`src/pkg/pccm_defs.vh`:
```
// constants for the press contact cycle monitor
`ifndef PCCM_DEFS_VH
`define PCCM_DEFS_VH
// register byte offsets
`define PCCM_OFS_CTRL    8'h00
`define PCCM_OFS_STATUS  8'h04
`define PCCM_OFS_IRQ_ST  8'h08
`define PCCM_OFS_IRQ_CLR 8'h0C
`define PCCM_OFS_IRQ_EN  8'h10
// control fields
`define PCCM_CTRL_RUN    0
`define PCCM_CTRL_RSTEN  1
`define PCCM_CTRL_MIN350 2
`define PCCM_CTRL_ADVEN  3
`define PCCM_CTRL_FLAGEN 4
`define PCCM_CTRL_RESET  5'h00
// interrupt fields
`define PCCM_IRQ_CERR    0
`define PCCM_IRQ_RERR    1
`define PCCM_IRQ_RESTART 2
`define PCCM_IRQ_TOP     3
`define PCCM_IRQ_W       4
// timing
`define PCCM_CLK_MHZ     125
`define PCCM_TICK_US     1000
`define PCCM_RST_MIN_A_MS 100
`define PCCM_RST_MIN_B_MS 350
`define PCCM_RST_MAX_MS  30000
`define PCCM_CNT_W       16
`endif

```
`src/hw/pccm_monitor.v`:
```
// press contact cycle monitor with apb register access
// Operation
// - leaving the upper contact when the press should stand raises ramp-down error
// - drive command must rise in top, or be high when top falls
// - advance contact falling edge starts the top phase early
// - upstroke rises on lower rise, falls on upper rise or advance fall
// - advance fall in downward phase holds top to lower rise, no upstroke
// - enable low drops release and suspends checks, errors untouched
// - enable rising re-enters the state given by the contacts
// - release high while enabled and free of errors
// - sequence fault drops release, raises error and restart-needed
// - top rises on upper rise or advance fall, falls on upper fall
// - any error forces upstroke and top low
// - restart-needed holds until valid restart; release never high with it
// - any contact order departure raises contact error; advance changes order
// - optional summary error flag follows either error
// - both errors latch until a valid restart pulse
// - restart accepted only as pulse of min to 30 s high time
// - without restart input only a run stop and start clears errors
`timescale 1ns/1ns
`include "pccm_defs.vh"
module pccm_monitor #(
	parameter TICK_CYC = (`PCCM_TICK_US * `PCCM_CLK_MHZ)
) (
	// clock and reset
	input  wire        mclk,
	input  wire        rst_n,
	// apb slave
	input  wire        psel,
	input  wire        penable,
	input  wire        pwrite,
	input  wire [7:0]  paddr,
	input  wire [31:0] pwdata,
	output wire        pready,
	output reg  [31:0] prdata,
	output reg         pslverr,
	// contact and control pins
	input  wire        upper_position_contact,
	input  wire        lower_position_contact,
	input  wire        advance_contact,
	input  wire        enable_in,
	input  wire        restart_in,
	// drive command from downstream logic
	input  wire        drive_cmd,
	// monitor outputs
	output reg         release_out,
	output reg         top_out,
	output reg         upstroke_out,
	output reg         restart_needed,
	output reg         contact_error,
	output reg         rampdown_error,
	output reg         error_flag,
	output wire        irq
);
	// pulse limits worked out in 32 bits, then cut to the counter width on purpose
	localparam integer MIN_A_I =
		(`PCCM_RST_MIN_A_MS * 1000 + `PCCM_TICK_US - 1) / `PCCM_TICK_US;
	localparam integer MIN_B_I =
		(`PCCM_RST_MIN_B_MS * 1000 + `PCCM_TICK_US - 1) / `PCCM_TICK_US;
	localparam integer MAX_T_I =
		(`PCCM_RST_MAX_MS * 1000) / `PCCM_TICK_US;
	localparam [`PCCM_CNT_W-1:0] MIN_A = MIN_A_I[`PCCM_CNT_W-1:0];
	localparam [`PCCM_CNT_W-1:0] MIN_B = MIN_B_I[`PCCM_CNT_W-1:0];
	localparam [`PCCM_CNT_W-1:0] MAX_T = MAX_T_I[`PCCM_CNT_W-1:0];
	localparam [`PCCM_CNT_W-1:0] CNT_TOP = {`PCCM_CNT_W{1'b1}};
	// one-hot states
	localparam [2:0] ST_OFF = 3'h1;
	localparam [2:0] ST_RUN = 3'h2;
	localparam [2:0] ST_ERR = 3'h4;

	function is_rise;
		input cur;
		input prv;
		is_rise = cur & ~prv;
	endfunction

	// input synchronisers: a change counts when stages two and three agree
	wire [4:0] pin_raw = {restart_in, enable_in, advance_contact,
		lower_position_contact, upper_position_contact};
	reg  [4:0] sy1_q;
	reg  [4:0] sy2_q;
	reg  [4:0] sy3_q;
	reg  [4:0] flt_q;
	always @(posedge mclk or negedge rst_n) begin
		if (!rst_n) begin
			sy1_q <= 5'h00;
			sy2_q <= 5'h00;
			sy3_q <= 5'h00;
			flt_q <= 5'h00;
		end else begin
			sy1_q <= pin_raw;
			sy2_q <= sy1_q;
			sy3_q <= sy2_q;
			flt_q <= (sy2_q & sy3_q) | (flt_q & (sy2_q ^ sy3_q)) |
				(flt_q & sy2_q & sy3_q);
		end
	end
	wire up_c  = flt_q[0];
	wire lo_c  = flt_q[1];
	wire adv_c = flt_q[2];
	wire en_c  = flt_q[3];
	wire rs_c  = flt_q[4];

	// logic execution cycle: one-cycle enable from a divider
	reg  [31:0] div_q;
	reg         tick_q;
	always @(posedge mclk or negedge rst_n) begin
		if (!rst_n) begin
			div_q  <= 32'h00000000;
			tick_q <= 1'b0;
		end else if (div_q >= TICK_CYC - 1) begin
			div_q  <= 32'h00000000;
			tick_q <= 1'b1;
		end else begin
			div_q  <= div_q + 32'h00000001;
			tick_q <= 1'b0;
		end
	end

	// registers
	reg  [4:0]           ctrl_q;
	reg  [`PCCM_IRQ_W-1:0] ist_q;
	reg  [`PCCM_IRQ_W-1:0] ien_q;
	wire run    = ctrl_q[`PCCM_CTRL_RUN];
	wire rst_en = ctrl_q[`PCCM_CTRL_RSTEN];
	wire adv_en = ctrl_q[`PCCM_CTRL_ADVEN];

	// previous-cycle samples and cycle state
	reg  [2:0]           st_q;
	reg                  up_p_q;
	reg                  lo_p_q;
	reg                  adv_p_q;
	reg                  en_p_q;
	reg                  rs_p_q;
	reg                  drv_p_q;
	reg                  hold_q;
	reg                  noup_q;
	reg                  seen_q;
	reg  [`PCCM_CNT_W-1:0] hi_cnt_q;

	// edges relative to the previous logic cycle
	wire adv_use = adv_c | ~adv_en;
	wire up_r  = is_rise(up_c, up_p_q);
	wire up_f  = is_rise(up_p_q, up_c);
	wire lo_r  = is_rise(lo_c, lo_p_q);
	wire lo_f  = is_rise(lo_p_q, lo_c);
	wire adv_f = adv_en & is_rise(adv_p_q, adv_c);
	wire drv_r = is_rise(drive_cmd, drv_p_q);
	wire en_r  = is_rise(en_c, en_p_q);
	wire rs_f  = is_rise(rs_p_q, rs_c);

	// order check; the advance contact must fall before the upper contact rises
	wire seq_bad = (up_r & ~lo_c) | (up_f & lo_c) | (lo_r & up_c) |
		(lo_f & ~up_c) | (adv_en & adv_f & up_c);
	wire [`PCCM_CNT_W-1:0] min_t = ctrl_q[`PCCM_CTRL_MIN350] ? MIN_B : MIN_A;
	wire rs_ok = rst_en & rs_f & (hi_cnt_q >= min_t) & (hi_cnt_q <= MAX_T);

	// next-state of the top phase
	reg  top_d;
	reg  up_d;
	reg  hold_d;
	reg  noup_d;
	always @* begin
		top_d  = top_out;
		up_d   = upstroke_out;
		hold_d = hold_q;
		noup_d = noup_q;
		if (up_r | adv_f)
			top_d = 1'b1;
		if (up_f & ~hold_q)
			top_d = 1'b0;
		if (adv_f & ~lo_c) begin
			top_d  = 1'b1;
			hold_d = 1'b1;
			noup_d = 1'b1;
		end
		if (lo_r & hold_q) begin
			top_d  = up_c;
			hold_d = 1'b0;
		end
		if (lo_r & ~noup_d)
			up_d = 1'b1;
		if (up_r | adv_f)
			up_d = 1'b0;
		if (up_f & ~adv_f)
			noup_d = hold_d;
	end
	wire top_fall = top_out & ~top_d;
	wire ramp_bad = top_fall & ~(seen_q | drv_r | drive_cmd);

	reg  ev_cerr;
	reg  ev_rerr;
	reg  ev_rst;
	reg  ev_top;
	always @(posedge mclk or negedge rst_n) begin
		if (!rst_n) begin
			st_q           <= ST_OFF;
			up_p_q         <= 1'b0;
			lo_p_q         <= 1'b0;
			adv_p_q        <= 1'b0;
			en_p_q         <= 1'b0;
			rs_p_q         <= 1'b0;
			drv_p_q        <= 1'b0;
			hold_q         <= 1'b0;
			noup_q         <= 1'b0;
			seen_q         <= 1'b0;
			hi_cnt_q       <= {`PCCM_CNT_W{1'b0}};
			release_out    <= 1'b0;
			top_out        <= 1'b0;
			upstroke_out   <= 1'b0;
			restart_needed <= 1'b0;
			contact_error  <= 1'b0;
			rampdown_error <= 1'b0;
			error_flag     <= 1'b0;
			ev_cerr        <= 1'b0;
			ev_rerr        <= 1'b0;
			ev_rst         <= 1'b0;
			ev_top         <= 1'b0;
		end else begin
			ev_cerr <= 1'b0;
			ev_rerr <= 1'b0;
			ev_rst  <= 1'b0;
			ev_top  <= 1'b0;
			if (!run) begin
				// stopped program: errors and state cleared, as at power-up
				st_q           <= ST_OFF;
				release_out    <= 1'b0;
				top_out        <= 1'b0;
				upstroke_out   <= 1'b0;
				restart_needed <= 1'b0;
				contact_error  <= 1'b0;
				rampdown_error <= 1'b0;
				error_flag     <= 1'b0;
				en_p_q         <= 1'b0;
			end else if (tick_q) begin
				up_p_q  <= up_c;
				lo_p_q  <= lo_c;
				adv_p_q <= adv_use;
				en_p_q  <= en_c;
				rs_p_q  <= rs_c;
				drv_p_q <= drive_cmd;
				if (rs_c)
					hi_cnt_q <= (hi_cnt_q == CNT_TOP) ? hi_cnt_q :
						hi_cnt_q + 1'b1;
				else
					hi_cnt_q <= {`PCCM_CNT_W{1'b0}};
				case (st_q)
				ST_OFF: begin
					release_out <= 1'b0;
					if (en_r) begin
						// pick up the phase the contacts show now
						st_q         <= ST_RUN;
						release_out  <= 1'b1;
						top_out      <= up_c;
						upstroke_out <= lo_c & ~up_c;
						hold_q       <= 1'b0;
						noup_q       <= 1'b0;
						seen_q       <= 1'b0;
					end
				end
				ST_RUN: begin
					if (!en_c) begin
						st_q        <= ST_OFF;
						release_out <= 1'b0;
					end else if (seq_bad | ramp_bad) begin
						st_q           <= ST_ERR;
						release_out    <= 1'b0;
						restart_needed <= 1'b1;
						contact_error  <= contact_error | seq_bad;
						rampdown_error <= rampdown_error | ramp_bad;
						top_out        <= 1'b0;
						upstroke_out   <= 1'b0;
						ev_cerr        <= seq_bad;
						ev_rerr        <= ramp_bad;
					end else begin
						release_out  <= 1'b1;
						top_out      <= top_d;
						upstroke_out <= up_d;
						hold_q       <= hold_d;
						noup_q       <= noup_d;
						ev_top       <= ~top_out & top_d;
						if (top_d & drv_r)
							seen_q <= 1'b1;
						else if (~top_d)
							seen_q <= 1'b0;
					end
				end
				ST_ERR: begin
					release_out  <= 1'b0;
					top_out      <= 1'b0;
					upstroke_out <= 1'b0;
					if (rs_ok) begin
						// errors latch until a good pulse; then re-enter from contacts
						st_q           <= en_c ? ST_RUN : ST_OFF;
						restart_needed <= 1'b0;
						contact_error  <= 1'b0;
						rampdown_error <= 1'b0;
						release_out    <= en_c;
						top_out        <= en_c & up_c;
						upstroke_out   <= en_c & lo_c & ~up_c;
						hold_q         <= 1'b0;
						noup_q         <= 1'b0;
						seen_q         <= 1'b0;
						ev_rst         <= 1'b1;
					end
				end
				default: st_q <= ST_OFF;
				endcase
			end
			error_flag <= ctrl_q[`PCCM_CTRL_FLAGEN] &
				(contact_error | rampdown_error);
		end
	end

	// apb slave, zero wait states; read data latched in the setup phase
	wire setup   = psel & ~penable;
	wire wr_acc  = psel & penable & pwrite;
	wire hit_reg = (paddr == `PCCM_OFS_CTRL) | (paddr == `PCCM_OFS_STATUS) |
		(paddr == `PCCM_OFS_IRQ_ST) | (paddr == `PCCM_OFS_IRQ_CLR) |
		(paddr == `PCCM_OFS_IRQ_EN);
	assign pready = 1'b1;
	wire [`PCCM_IRQ_W-1:0] ev_vec = {ev_top, ev_rst, ev_rerr, ev_cerr};
	wire [`PCCM_IRQ_W-1:0] clr_vec = (wr_acc && paddr == `PCCM_OFS_IRQ_CLR) ?
		pwdata[`PCCM_IRQ_W-1:0] : {`PCCM_IRQ_W{1'b0}};
	always @(posedge mclk or negedge rst_n) begin
		if (!rst_n) begin
			ctrl_q  <= `PCCM_CTRL_RESET;
			ist_q   <= {`PCCM_IRQ_W{1'b0}};
			ien_q   <= {`PCCM_IRQ_W{1'b0}};
			prdata  <= 32'h00000000;
			pslverr <= 1'b0;
		end else begin
			// a new event wins over a clear in the same cycle
			ist_q <= (ist_q & ~clr_vec) | ev_vec;
			if (wr_acc && paddr == `PCCM_OFS_CTRL)
				ctrl_q <= pwdata[4:0];
			if (wr_acc && paddr == `PCCM_OFS_IRQ_EN)
				ien_q <= pwdata[`PCCM_IRQ_W-1:0];
			if (setup) begin
				pslverr <= ~hit_reg;
				case (paddr)
				`PCCM_OFS_CTRL:   prdata <= {27'h0000000, ctrl_q};
				`PCCM_OFS_STATUS: prdata <= {17'h00000, en_c, rs_c, adv_c, lo_c, up_c,
					st_q, error_flag, rampdown_error, contact_error, restart_needed,
					upstroke_out, top_out, release_out};
				`PCCM_OFS_IRQ_ST: prdata <= {28'h0000000, ist_q};
				`PCCM_OFS_IRQ_EN: prdata <= {28'h0000000, ien_q};
				default:          prdata <= 32'h00000000;
				endcase
			end
		end
	end
	assign irq = |(ist_q & ien_q);
endmodule // pccm_monitor

```
`config.mk`:
```
export PLATFORM = sky130hd
export DESIGN_NAME = pccm_monitor
export DESIGN_NICKNAME = d
export VERILOG_FILES = /design/src/hw/pccm_monitor.v
export VERILOG_INCLUDE_DIRS = /design/src /design/src/pkg
export SDC_FILE = /design/constraint.sdc
export NUM_CORES = 1
export LEC_CHECK = 0
export BUFFER_PORTS_ARGS = -buffer_cell sky130_fd_sc_hd__buf_4
export CAP_MARGIN = 40
export CORE_MARGIN = 2
export CORE_UTILIZATION = 50
export DETAILED_ROUTE_END_ITERATION = 10
export PLACE_DENSITY = 0.72
export SYNTH_ARGS = -nofsm -noshare
export SYNTH_HDL_FRONTEND = slang
export SYNTH_SLANG_ARGS = --single-unit
export TNS_END_PERCENT = 20
```
`constraint.sdc`:
```
create_clock -name mclk -period 2.7 [get_ports mclk]
set_input_delay 0.405 -clock mclk [delete_from_list [all_inputs] [get_ports mclk]]
set_output_delay 0.405 -clock mclk [all_outputs]
set_load 0.01 [all_outputs]
```
== Yosys cells after proc, flatten, opt, wreduce, memory -nomap -nowiden ==
Cells that the tools add are included.
Widths: inputs -> output; s select.

* $add $sub $neg: 2
* Magnitude comparators: 3
* Equality and inequality tests: 23
* Mux-type cells: 95
* Bitwise logic cells: 79
* Reduce and logical (&&, ||, !) cells: 15

{| class="wikitable"
|+ Operator list
! cell !! count
|-
| $mux 1 || 72
|-
| $pmux 15 s4 || 1
|-
| $and 1x1->1 || 35
|-
| $add 32x1->32 const B || 1
|-
| $ge 32x17->1 const B || 1
|-
| $mux 16 || 2
|-
| $mux 32 || 1
|-
| $and 5x5->5 || 4
|-
| $mux 3 || 6
|-
| $pmux 1 s3 || 6
|-
| $not 1->1 || 17
|-
| $add 16x1->16 const B || 1
|-
| $eq 16x16->1 const B || 1
|-
| $eq 8x4->1 const B || 2
|-
| $ge 16x9->1 || 1
|-
| $le 16x15->1 const B || 1
|-
| $or 1x1->1 || 16
|-
| $ne 3x3->1 const B || 5
|-
| $ne 2x2->1 const B || 6
|-
| $or 5x5->5 || 2
|-
| $reduce_and 5->1 || 2
|-
| $mux 9 || 1
|-
| $pmux 3 s3 || 1
|-
| $and 4x4->4 || 2
|-
| other kinds (24) || 30
|}

* Register bits: 138
* Input port bits: 51
* Output and inout port bits: 42
* Logic and storage cells: 250

== Logic depth before layout (Yosys ltp) ==
Gate-level depths: netlist of run 1.

* Depth after elaboration: 17
* Mapped depth: 9
* Mapped depth without buffers: 9

== Least setup slack after synthesis of run 1 ==
No wires, ideal clock.

* Path type: register to register
* Start point: reg hi_cnt_q[0]
* End point: reg hi_cnt_q[11]
* Library setup time: 137 ps
* Data arrival time: 1,887 ps
* Required time: 2,563 ps
* Setup slack: 676 ps
* Cell stages (with the launch flop): 10
* Path buffers: 1
* Period minus slack after synthesis: 2,024 ps
* Cell sequence: dfrtp_1 -> ha_1 -> nand3_1 -> nor2_1 -> and3_1 -> buf_6 -> a2111oi_4 -> nand4_1 -> xor2_1 -> nor2_1

* Word-level cells in the longest chain between the ends: 3
* Elaborated cells on any way between the ends: 6
* Those cells by class: 1 x add/sub; 2 x eq/ne; 2 x mux; 1 x reduce/logical

{| class="wikitable"
|+ RTL lines
! element !! RTL line !! text
|-
| start: declaration || pccm_monitor.v:139 || <nowiki>reg [`PCCM_CNT_W-1:0] hi_cnt_q;</nowiki>
|-
| start signal: assignment || pccm_monitor.v:207 || <nowiki>hi_cnt_q <= {`PCCM_CNT_W{1'b0}};</nowiki>
|-
| start signal: assignment || pccm_monitor.v:243 || <nowiki>hi_cnt_q <= (hi_cnt_q == CNT_TOP) ? hi_cnt_q :</nowiki>
|-
| start signal: assignment || pccm_monitor.v:246 || <nowiki>hi_cnt_q <= {`PCCM_CNT_W{1'b0}};</nowiki>
|-
| $add 16x1->16 or $eq 16x16->1 (tied branches) || pccm_monitor.v:244, pccm_monitor.v:243 ||
|-
| $mux 16 or $ne 2x2->1 (tied branches) || n/a ||
|-
| $mux 16 or $reduce_and 3->1 (tied branches) || n/a ||
|}

Parallel ways exist; a longest one is shown, timed or not. The select of a mux whose other input is x is not followed.
A chain may end at the register's enable or synchronous reset.

== Worst setup path after layout of run 1 ==
* Start point: reg flt_q[1]
* End point: reg seen_q

* Word-level cells in the longest chain between the ends: 10
* Elaborated cells on any way between the ends: 27
* Those cells by class: 2 x eq/ne; 6 x mux; 18 x bitwise; 1 x reduce/logical

{| class="wikitable"
|+ RTL lines
! element !! RTL line !! text
|-
| start: declaration || pccm_monitor.v:83 || <nowiki>reg [4:0] flt_q;</nowiki>
|-
| start signal: assignment || pccm_monitor.v:94 || <nowiki>flt_q <= (sy2_q & sy3_q) | (flt_q & (sy2_q ^ sy3_q)) |</nowiki>
|-
| $not 1->1 || pccm_monitor.v:74, pccm_monitor.v:153, pccm_monitor.v:172 ||
|-
| $and 1x1->1 || pccm_monitor.v:172 || <nowiki>if (adv_f & ~lo_c) begin</nowiki>
|-
| $mux 1 || pccm_monitor.v:172 ||
|-
| $mux 1 || pccm_monitor.v:177 || <nowiki>if (lo_r & hold_q) begin</nowiki>
|-
| $not 1->1 || n/a ||
|-
| $and 1x1->1 || pccm_monitor.v:188 || <nowiki>wire top_fall = top_out & ~top_d;</nowiki>
|-
| $and 1x1->1 || pccm_monitor.v:189 || <nowiki>wire ramp_bad = top_fall & ~(seen_q | drv_r | drive_cmd);</nowiki>
|-
| $or 1x1->1 || pccm_monitor.v:265 || <nowiki>end else if (seq_bad | ramp_bad) begin</nowiki>
|-
| $ne 2x2->1 (no source line) || n/a ||
|-
| $reduce_and 8->1 (no source line) || n/a ||
|-
| end signal: assignment || pccm_monitor.v:206 || <nowiki>seen_q <= 1'b0;</nowiki>
|-
| end signal: assignment || pccm_monitor.v:283 || <nowiki>seen_q <= 1'b1;</nowiki>
|-
| end signal: assignment || pccm_monitor.v:285 || <nowiki>seen_q <= 1'b0;</nowiki>
|-
| end: declaration || pccm_monitor.v:138 || <nowiki>reg seen_q;</nowiki>
|}

Parallel ways exist; a longest one is shown, timed or not. The select of a mux whose other input is x is not followed.

==> impl_metrics.ini, run 1 <==
[run_status]
status = finished clean

[cells_and_area]
syn_to_final_growth_pct = 18.4
fin_util_pct = 60.2
layout-drive-gt1-share_pct = 18.4
layout_commonest_cell = dfrtp_1
final_area_um2 = 6810
final_cell_mix = dfrtp_1, nand2_1, buf_4, nor2_1, conb_1
antenna_cells = 0
fin_nets = 681

[pwr]
power.static_leakage_nw = 3.14
pwr-share-clk_pct = 51.2
sw_frac_of_total_pct = 21.3
power_switching_mw = 0.959
peakVddDrop_mv = 0.542
pwr-share-seq_pct = 43.2
p_per_area_nw_per_um2 = 659
p_int_mw = 3.53
p_comb_share_pct = 5.6

[placement]
io_buffers = 47
placed_area_um2 = 6210
dp_slack_ns = 0.440
dp_hpwl_mm = 8.13
gp_congestion = 0.868

[clock_tree]
cts_resized = 0
clkTransAtPathRegs_ns = 0.05
cts_root_buf = clkbuf_16
clkLatencyLatePin_ns = 0.41
cts_tree = yes
cts_buffer_depth = 2
htreeDepth = 4
cts_buffers = 17
numClockSinks = 121
postCtsSetupRepairBufs = 0
cts_hold_buf = 0

[floorplanning]
rows = 39
fp.dieW_um = 111
initial_core_util_pct = 50.8
core_um2 = 11300
pin_count = 93
die_y_um = 111
die_area_um2 = 12400

[route]
wl_per_cell_um = 15.1
firstDrtPassIters = 5
drt-total-wl_mm = 11.6
antenna_left = 0
drc = 0
vias_per_cell = 5.50
drt_iter0_markers = 280
vias = 4254

[setup_path]
arrival_ns = 2.58
required_ns = 2.98
max_stage_delay_ns = 0.55
start_kind = flop
crit_fanout = 10
path_cells = nor2b_1, a31oi_1, or3_1, nor2b_2, o221ai_2, nor3b_2, a2bb2oi_2
slowest_stage = dfrtp_1
critPathKind = reg2reg
cp-end-kind = flop

[yosys]
synth_edf_count = 0
synthArstFlopShare_pct = 100
ys_top_cells_by_area = dfrtp_1, nand2_1, nor2_1, xor2_1, ha_1
synth_area_um2 = 5750
syn_inst = 550
synth_area_per_cell_um2 = 10.5
yosys.area.top_type_share_pct = 52.2
ys_seq_elements = 121
synthFlopType = dfrtp_1
yosys.area.top_type = dfrtp_1
synth.distinct_cells = 73
ys_warn_count = 0
ys_seq_area_share_pct = 52.6

[sta]
max_freq_ghz = 0.436
finClkSkew_ns = 0.00495
maxSlewViolCount = 0
setup_viol = 0
rsz0062_at_grt = false
final.min_clock_period_ns = 2.29
setup_tns_ns = 0
fin_crit_sh_pct = 85.0
hold_viol_final = 0
tightest_slew_ns = 0.752
layout_setup_ws_ns = 0.405
slew_headroom_pct = 49.1

[global_route]
globalRouteOverflowTotal = 0
grt_antenna_before_repair = 0
grt_first_pass_wirelength_mm = 20.2
grtUsageTotal_pct = 20.5
first_global_vias = 4214
grt_max_degree = 52

[flow_run]
cap_viol_max_count = 0

[min_path]
hp-class = in2async
## registers in the layout, summed over array words and instances, names as in the netlist, 3 cells and up
name and flops:
ien_q 4, sy1_q 5, flt_q 5, st_q 3
div_q 32, ist_q 4, sy3_q 5, prdata 15
hi_cnt_q 16, ctrl_q 5, sy2_q 5
## logic make-up (layout without fill, tap and decap cells)
kind of cell | after synthesis | after routing | share of synthesized area (%)
simple gates | 211 | 211 | 18.0
buf+inv | 50 | 99 | 5.59
flops | 121 | 121 | 52.6
other cells | 2 | 33 | 0.131
compound gates | 115 | 115 | 14.3
xor+xnor | 25 | 25 | 3.81
fa+ha+maj | 13 | 13 | 2.78
mux | 13 | 13 | 2.72
## metrics by stage
step | power (mW) | hold slack (ns) | cells
6_report | 4.49 | 0.0198 | 773
4_1_cts | 4.54 | 0.0276 | 773
2_1_floorplan | 2.12 | 0.109 | 581
3_3_place_gp | 2.21 | 0.334 | 742
5_1_grt | 4.68 | 0.0582 | 773
3_5_place_dp | 2.22 | 0.338 | 742
## critical path: cells and delay by family, from the launching register on
| family | cells | cell delay (ns) |
|---|---|---|
| simple gates | 4 | 0.94 |
| compound gates | 3 | 0.67 |
| flops | 1 | 0.55 |
## synth_stat cells, types with 9 or more instances
cell      instances
nand4_1           9
dfrtp_1         120
mux2_2           11
buf_4            18
nand2_1          80
ha_1             12
nor2_1           52
inv_1            10
nor4_1            9
xor2_1           18
clkbuf_1         10
a21oi_1          12
o21ai_0          28
## power by group through the flow
| stage | Sequential (mW) | Clock, mW | Combinational [mW] |
|---|---|---|---|
| 3_3_place_gp | 1.97 | 0 | 0.241 |
| 4_1_cts | 1.94 | 2.35 | 0.252 |
| 3_5_place_dp | 1.97 | 0 | 0.250 |
| 6_report | 1.94 | 2.30 | 0.250 |
| 2_1_floorplan | 1.94 | 0 | 0.185 |
| 5_1_grt | 1.95 | 2.44 | 0.287 |
## layout make-up
cell class	count	area, µm²
fill	957	4510
sequential	121	3030
multi-input combinational	410	2520
clock buffer	22	454
timing repair buffer	57	440
tap	143	179
clock inverter	9	148
inverter	11	41.3
## layer usage
| layer | wire [µm] | track usage, % |
|---|---|---|
| met1 | 5040 | 26.3 |
| met2 | 5710 | 32.5 |
| met3 | 652 | 5.47 |
| met4 | 248 | 9.71 |
| met5 | 0 | 0 |
## path summary, 6_finish.rpt
check | slack [ns] | start | cells after the start | to
max | 0.41 | flt_q[1] | 7 | seen_q
min | 0.02 | rst_n | 1 | prdata[6]
max reg2reg | 0.41 | flt_q[1] | 7 | seen_q
min reg2reg | 0.35 | sy1_q[4] | 0 | sy2_q[4]
max in group asynchronous | 1.92 | rst_n | 2 | hi_cnt_q[14]
min in group mclk | 0.10 | enable_in | 1 | sy1_q[3]
Power figures use the tool's default switching activity.
==> inputs of run 2 (changes only) <==
Settings changed: PLACE_DENSITY 0.72 to 0.75.
Clock period 2.7 ns to 2.05 ns, I/O delays scaled along.
==> impl_metrics.ini, run 2 (same netlist as run 1, synthesis figures left out) <==
[run_status]
status = finished with violations
violations = negative setup slack

[route]
antenna_left = 0
firstDrtPassIters = 6
drc = 0
vias_per_cell = 5.51
vias = 4540
wl_per_cell_um = 15.4
drt-total-wl_mm = 12.7
drt_iter0_markers = 339

[floorplanning]
rows = 39
die_area_um2 = 12400
core_um2 = 11300
die_y_um = 111
fp.dieW_um = 111
initial_core_util_pct = 50.8
pin_count = 93

[cells_and_area]
antenna_cells = 0
final_area_um2 = 7200
largest_reg_flops = 32
fillers = 908
fin_nets = 732
regMostFlops = div_q
final_cell_mix = dfrtp_1, buf_4, nand2_1, nor2_1, conb_1
layout_commonest_cell = dfrtp_1
layout-drive-gt1-share_pct = 25.6
syn_to_final_growth_pct = 25.2
largest_registers = div_q x32, hi_cnt_q x16, prdata x15

[setup_path]
cp-end-kind = flop
path_cells = a2111oi_2, buf_4, o21a_1, o2111ai_2, a21oi_2, buf_4, nand2_4, a2bb2oi_1, o31ai_1
arrival_ns = 2.49
critPathKind = reg2reg
crit_fanout = 6
max_stage_delay_ns = 0.39
critPathTopFamily = compound AO/OA/AOI/OAI gates
timing.critical_path.from = hi_cnt_q[10]
crit_top_cell = buf_4
reg2reg_from = hi_cnt_q[10]
required_ns = 2.36
slowest_stage = dfrtp_1
crit_buf_inv = 2
start_kind = flop

[placement]
dp_hpwl_mm = 8.80
placed_area_um2 = 6540
gp_congestion = 0.878
io_buffers = 47

[clock_tree]
clkTransAtPathRegs_ns = 0.05
clkLatencyLatePin_ns = 0.41
cts_buffer_depth = 2
htreeDepth = 4
cts_tree = yes
numClockSinks = 121
cts_buffers = 17
cts_root_buf = clkbuf_16

[sta]
max_freq_ghz = 0.460
fin_crit_sh_pct = 106
whs_ns = 0.125
finClkSkew_ns = 0.0103
final.min_clock_period_ns = 2.18
rsz0062_at_grt = true
setup_viol = 7
layout_setup_ws_ns = -0.126
maxSlewViolCount = 0
tightest_slew_ns = 0.739
slew_headroom_pct = 50.3
hold_viol_final = 0

[global_route]
grt_antenna_before_repair = 0
grt_max_degree = 50
globalRouteOverflowTotal = 0
grt_first_pass_wirelength_mm = 21.4
first_global_vias = 4494
grtUsageTotal_pct = 21.6

[pwr]
p_per_area_nw_per_um2 = 768
peakVddDrop_mv = 0.646
power.static_leakage_nw = 3.39

[min_path]
hp-class = in2reg
min_from = drive_cmd

[flow_run]
cap_viol_max_count = 0
run 2: cell count changes in the layout (fill, tap and decap cells not counted), sizes merged:
cell / before / now
clkinv: 4 / 8
clkinvlp: 1 / 2
dlygate4sd3: 0 / 6
bufinv: 4 / 0
clkbuf: 22 / 21
buf: 57 / 102
run 2: path summary, 6_finish.rpt:
check	cells after the start	end	slack, ns
min	3	drv_p_q	0.13
min reg2reg	0	sy2_q[3]	0.35
max in group asynchronous	3	ev_cerr	0.97
max	9	upstroke_out	-0.13
min in group asynchronous	2	pslverr	0.43
max reg2reg	9	upstroke_out	-0.13
run 2: cell type report:
class | count | area [µm²] | share of cell area [%]
Clock buffer | 21 | 450 | 6.25
Clock inverter | 10 | 55.1 | 0.764
Timing Repair Buffer | 108 | 855 | 11.9
Inverter | 11 | 41.3 | 0.573
Multi-Input combinational cell | 410 | 2590 | 36.0
Sequential cell | 121 | 3030 | 42.1
Tap cell | 143 | 179 | 2.48
run 2: routing by layer:
layer | GRT usage, % | part of all wire (%)
met1 | 27.7 | 43
met3 | 5.74 | 5.8
met4 | 10.1 | 1.9
met5 | 0 | 0
met2 | 34.4 | 50
run 2: stage by stage:
step	instances	setup TNS [ns]	util (%)	power (mW)	worst slack, ns
floorplan	581	0	-	2.79	0.0261
CTS	822	-0.307	63.1	5.58	-0.0869
global placement	784	-0.441	57.7	2.97	-0.0943
detailed placement	784	-0.608	57.7	2.99	-0.0968
global route	824	-2.39	63.6	5.76	-0.232
finish	824	-0.498	63.6	5.53	-0.126
run 2: worst min-delay path, delay by kind of cell:
family	cells	cell delay, ns
and+or+nand+nor	2	0.10
buffers and inverters	1	0.09
run 2: repair_timing:
| action | in CTS | in global routing |
|---|---|---|
| pin swaps | 5 | 5 |
| buffers inserted | 1 | 2 |
| setup endpoints to repair | 19 | 35 |
| hold buffers | 6 | 0 |
| hold endpoints to repair | 41 | 0 |
| resized for setup | 10 | 9 |
run 2: report_power, final:
| group | switching, mW | internal, mW |
|---|---|---|
| clock | 1.02 | 1.54 |
| sequential | 0.0515 | 2.47 |
| combinational | 0.253 | 0.199 |
==> inputs of run 3 (changes only) <==
Settings changed: REMOVE_ABC_BUFFERS set to 1, SKIP_LAST_GASP set to 1.
==> impl_metrics.ini, run 3 (same netlist as run 1, synthesis figures left out) <==
[floorplanning]
initial_core_util_pct = 50.8
fp.dieW_um = 111
rows = 39
die_area_um2 = 12400
core_um2 = 11300
die_y_um = 111
pin_count = 93

[cells_and_area]
largest_reg_flops = 32
fin_util_pct = 64.5
antenna_cells = 0
fin_nets = 730
largest_registers = div_q x32, hi_cnt_q x16, prdata x15
layout_commonest_cell = dfrtp_1
layout-drive-gt1-share_pct = 25.7
final_area_um2 = 7300
syn_to_final_growth_pct = 26.9
regMostFlops = div_q
final_cell_mix = dfrtp_1, buf_4, nand2_1, nor2_1, conb_1

[route]
wl_per_cell_um = 15.0
antenna_left = 0
drt-total-wl_mm = 12.3
drc = 0
firstDrtPassIters = 6
vias = 4455
vias_per_cell = 5.41
drt_iter0_markers = 329

[setup_path]
arrival_ns = 2.40
start_kind = flop
critPathKind = reg2reg
cp-end-kind = flop
required_ns = 2.36
crit_top_cell = buf_4
slowest_stage = a2111oi_4
path_cells = buf_4, and3_2, and3_1, and3_4, a2111oi_4, buf_4, nand2_1, xor2_1, nor2_1
max_stage_delay_ns = 0.41
crit_buf_inv = 2
crit_fanout = 5
critPathTopFamily = simple AND/OR/NAND/NOR gates

[clock_tree]
clkLatencyLatePin_ns = 0.42
numClockSinks = 121
cts_root_buf = clkbuf_16
cts_buffers = 17
clkTransAtPathRegs_ns = 0.06
cts_tree = yes
cts_buffer_depth = 2
htreeDepth = 4

[sta]
setup_viol = 7
slew_headroom_pct = 59.8
hold_viol_final = 0
finClkSkew_ns = 0.00638
tightest_slew_ns = 0.597
rsz0062_at_grt = true
max_freq_ghz = 0.476
fin_crit_sh_pct = 102
layout_setup_ws_ns = -0.0496
final.min_clock_period_ns = 2.10
maxSlewViolCount = 0

[run_status]
violations = negative setup slack
status = finished with violations

[pwr]
peakVddDrop_mv = 0.610
p_per_area_nw_per_um2 = 815
power.static_leakage_nw = 3.39

[global_route]
first_global_vias = 4405
globalRouteOverflowTotal = 0
grt_first_pass_wirelength_mm = 20.7
grt_antenna_before_repair = 0
grt_max_degree = 53
grtUsageTotal_pct = 20.8

[placement]
gp_congestion = 0.872
dp_hpwl_mm = 8.59
io_buffers = 47
placed_area_um2 = 6520

[min_path]
hp-class = in2reg

[flow_run]
cap_viol_max_count = 0
-- run 3: changes by cell type in the layout (fill, tap and decap cells not counted), moves of 2 or more --
| cell | previous run | this run |
|---|---|---|
| buf_4 | 99 | 96 |
| ha_4 | 0 | 2 |
| bufinv_16 | 0 | 3 |
| nor3_2 | 2 | 0 |
| clkinv_2 | 8 | 3 |
| ha_1 | 12 | 10 |
| clkinvlp_4 | 2 | 4 |
| clkbuf_1 | 3 | 0 |
| clkinv_4 | 0 | 5 |
-- run 3: path summary, 6_finish.rpt --
| path | startpoint | to | slack (ns) | cells after the start |
|---|---|---|---|---|
| min in group asynchronous | rst_n | pslverr | 0.39 | 2 |
| max in group asynchronous | rst_n | div_q[26] | 1.01 | 3 |
| worst max-delay path | hi_cnt_q[7] | hi_cnt_q[7] | -0.05 | 9 |
| worst min-delay path | drive_cmd | drv_p_q | 0.13 | 3 |
| worst max register to register | hi_cnt_q[7] | hi_cnt_q[7] | -0.05 | 9 |
| worst min register to register | sy1_q[4] | sy2_q[4] | 0.35 | 0 |
-- run 3: layout make-up --
type / instances / area (µm²)
repair buffers: 106 / 843
well taps: 143 / 179
clock buffers: 17 / 425
flip-flops and latches: 121 / 3030
clock inverters: 15 / 179
multi-input cells: 410 / 2610
fillers: 870 / 4020
inverters: 11 / 41.3
-- run 3: worst min-delay path, cell delays in order --
cell	delay, ns
buf_4	0.10
nand2_1	0.05
nand2_1	0.05
-- run 3: power by group --
group / internal (mW) / switching [mW] / leakage, nW
logic: 0.180 / 0.249 / 1.52
registers: 2.47 / 0.0526 / 1.59
clock network: 1.91 / 1.09 / 0.285
total: 4.56 / 1.39 / 3.39
-- run 3: routing by layer --
metal | track usage [%] | wire [µm] | vias up
li1 | - | - | 2122
met1 | 25.2 | 5160 | 2175
met2 | 35.7 | 6320 | 139
met3 | 5.41 | 659 | 19
met4 | 7.98 | 178 | 0
met5 | 0 | 0 | -
-- run 3: through the flow --
step                total power [mW]  setup slack (ns)  hold slack [ns]  setup TNS (ns)  std cells
global placement                2.95           -0.0451            0.298          -0.151        781
CTS                             5.99           -0.0151            0.108         -0.0362        822
finish                          5.95           -0.0496            0.126          -0.180        823
detailed placement              2.97           -0.0721            0.301          -0.465        781
floorplan                       2.76            0.0404           0.0119               0        542
global route                    6.17            -0.147            0.112           -2.54        823
-- run 3: timing repair --
action	CTS	global route
hold endpoints to repair	40	0
pin swaps	8	2
buffers inserted	3	1
setup endpoints to repair	26	33
gates resized for setup	11	9
hold buffers	6	0
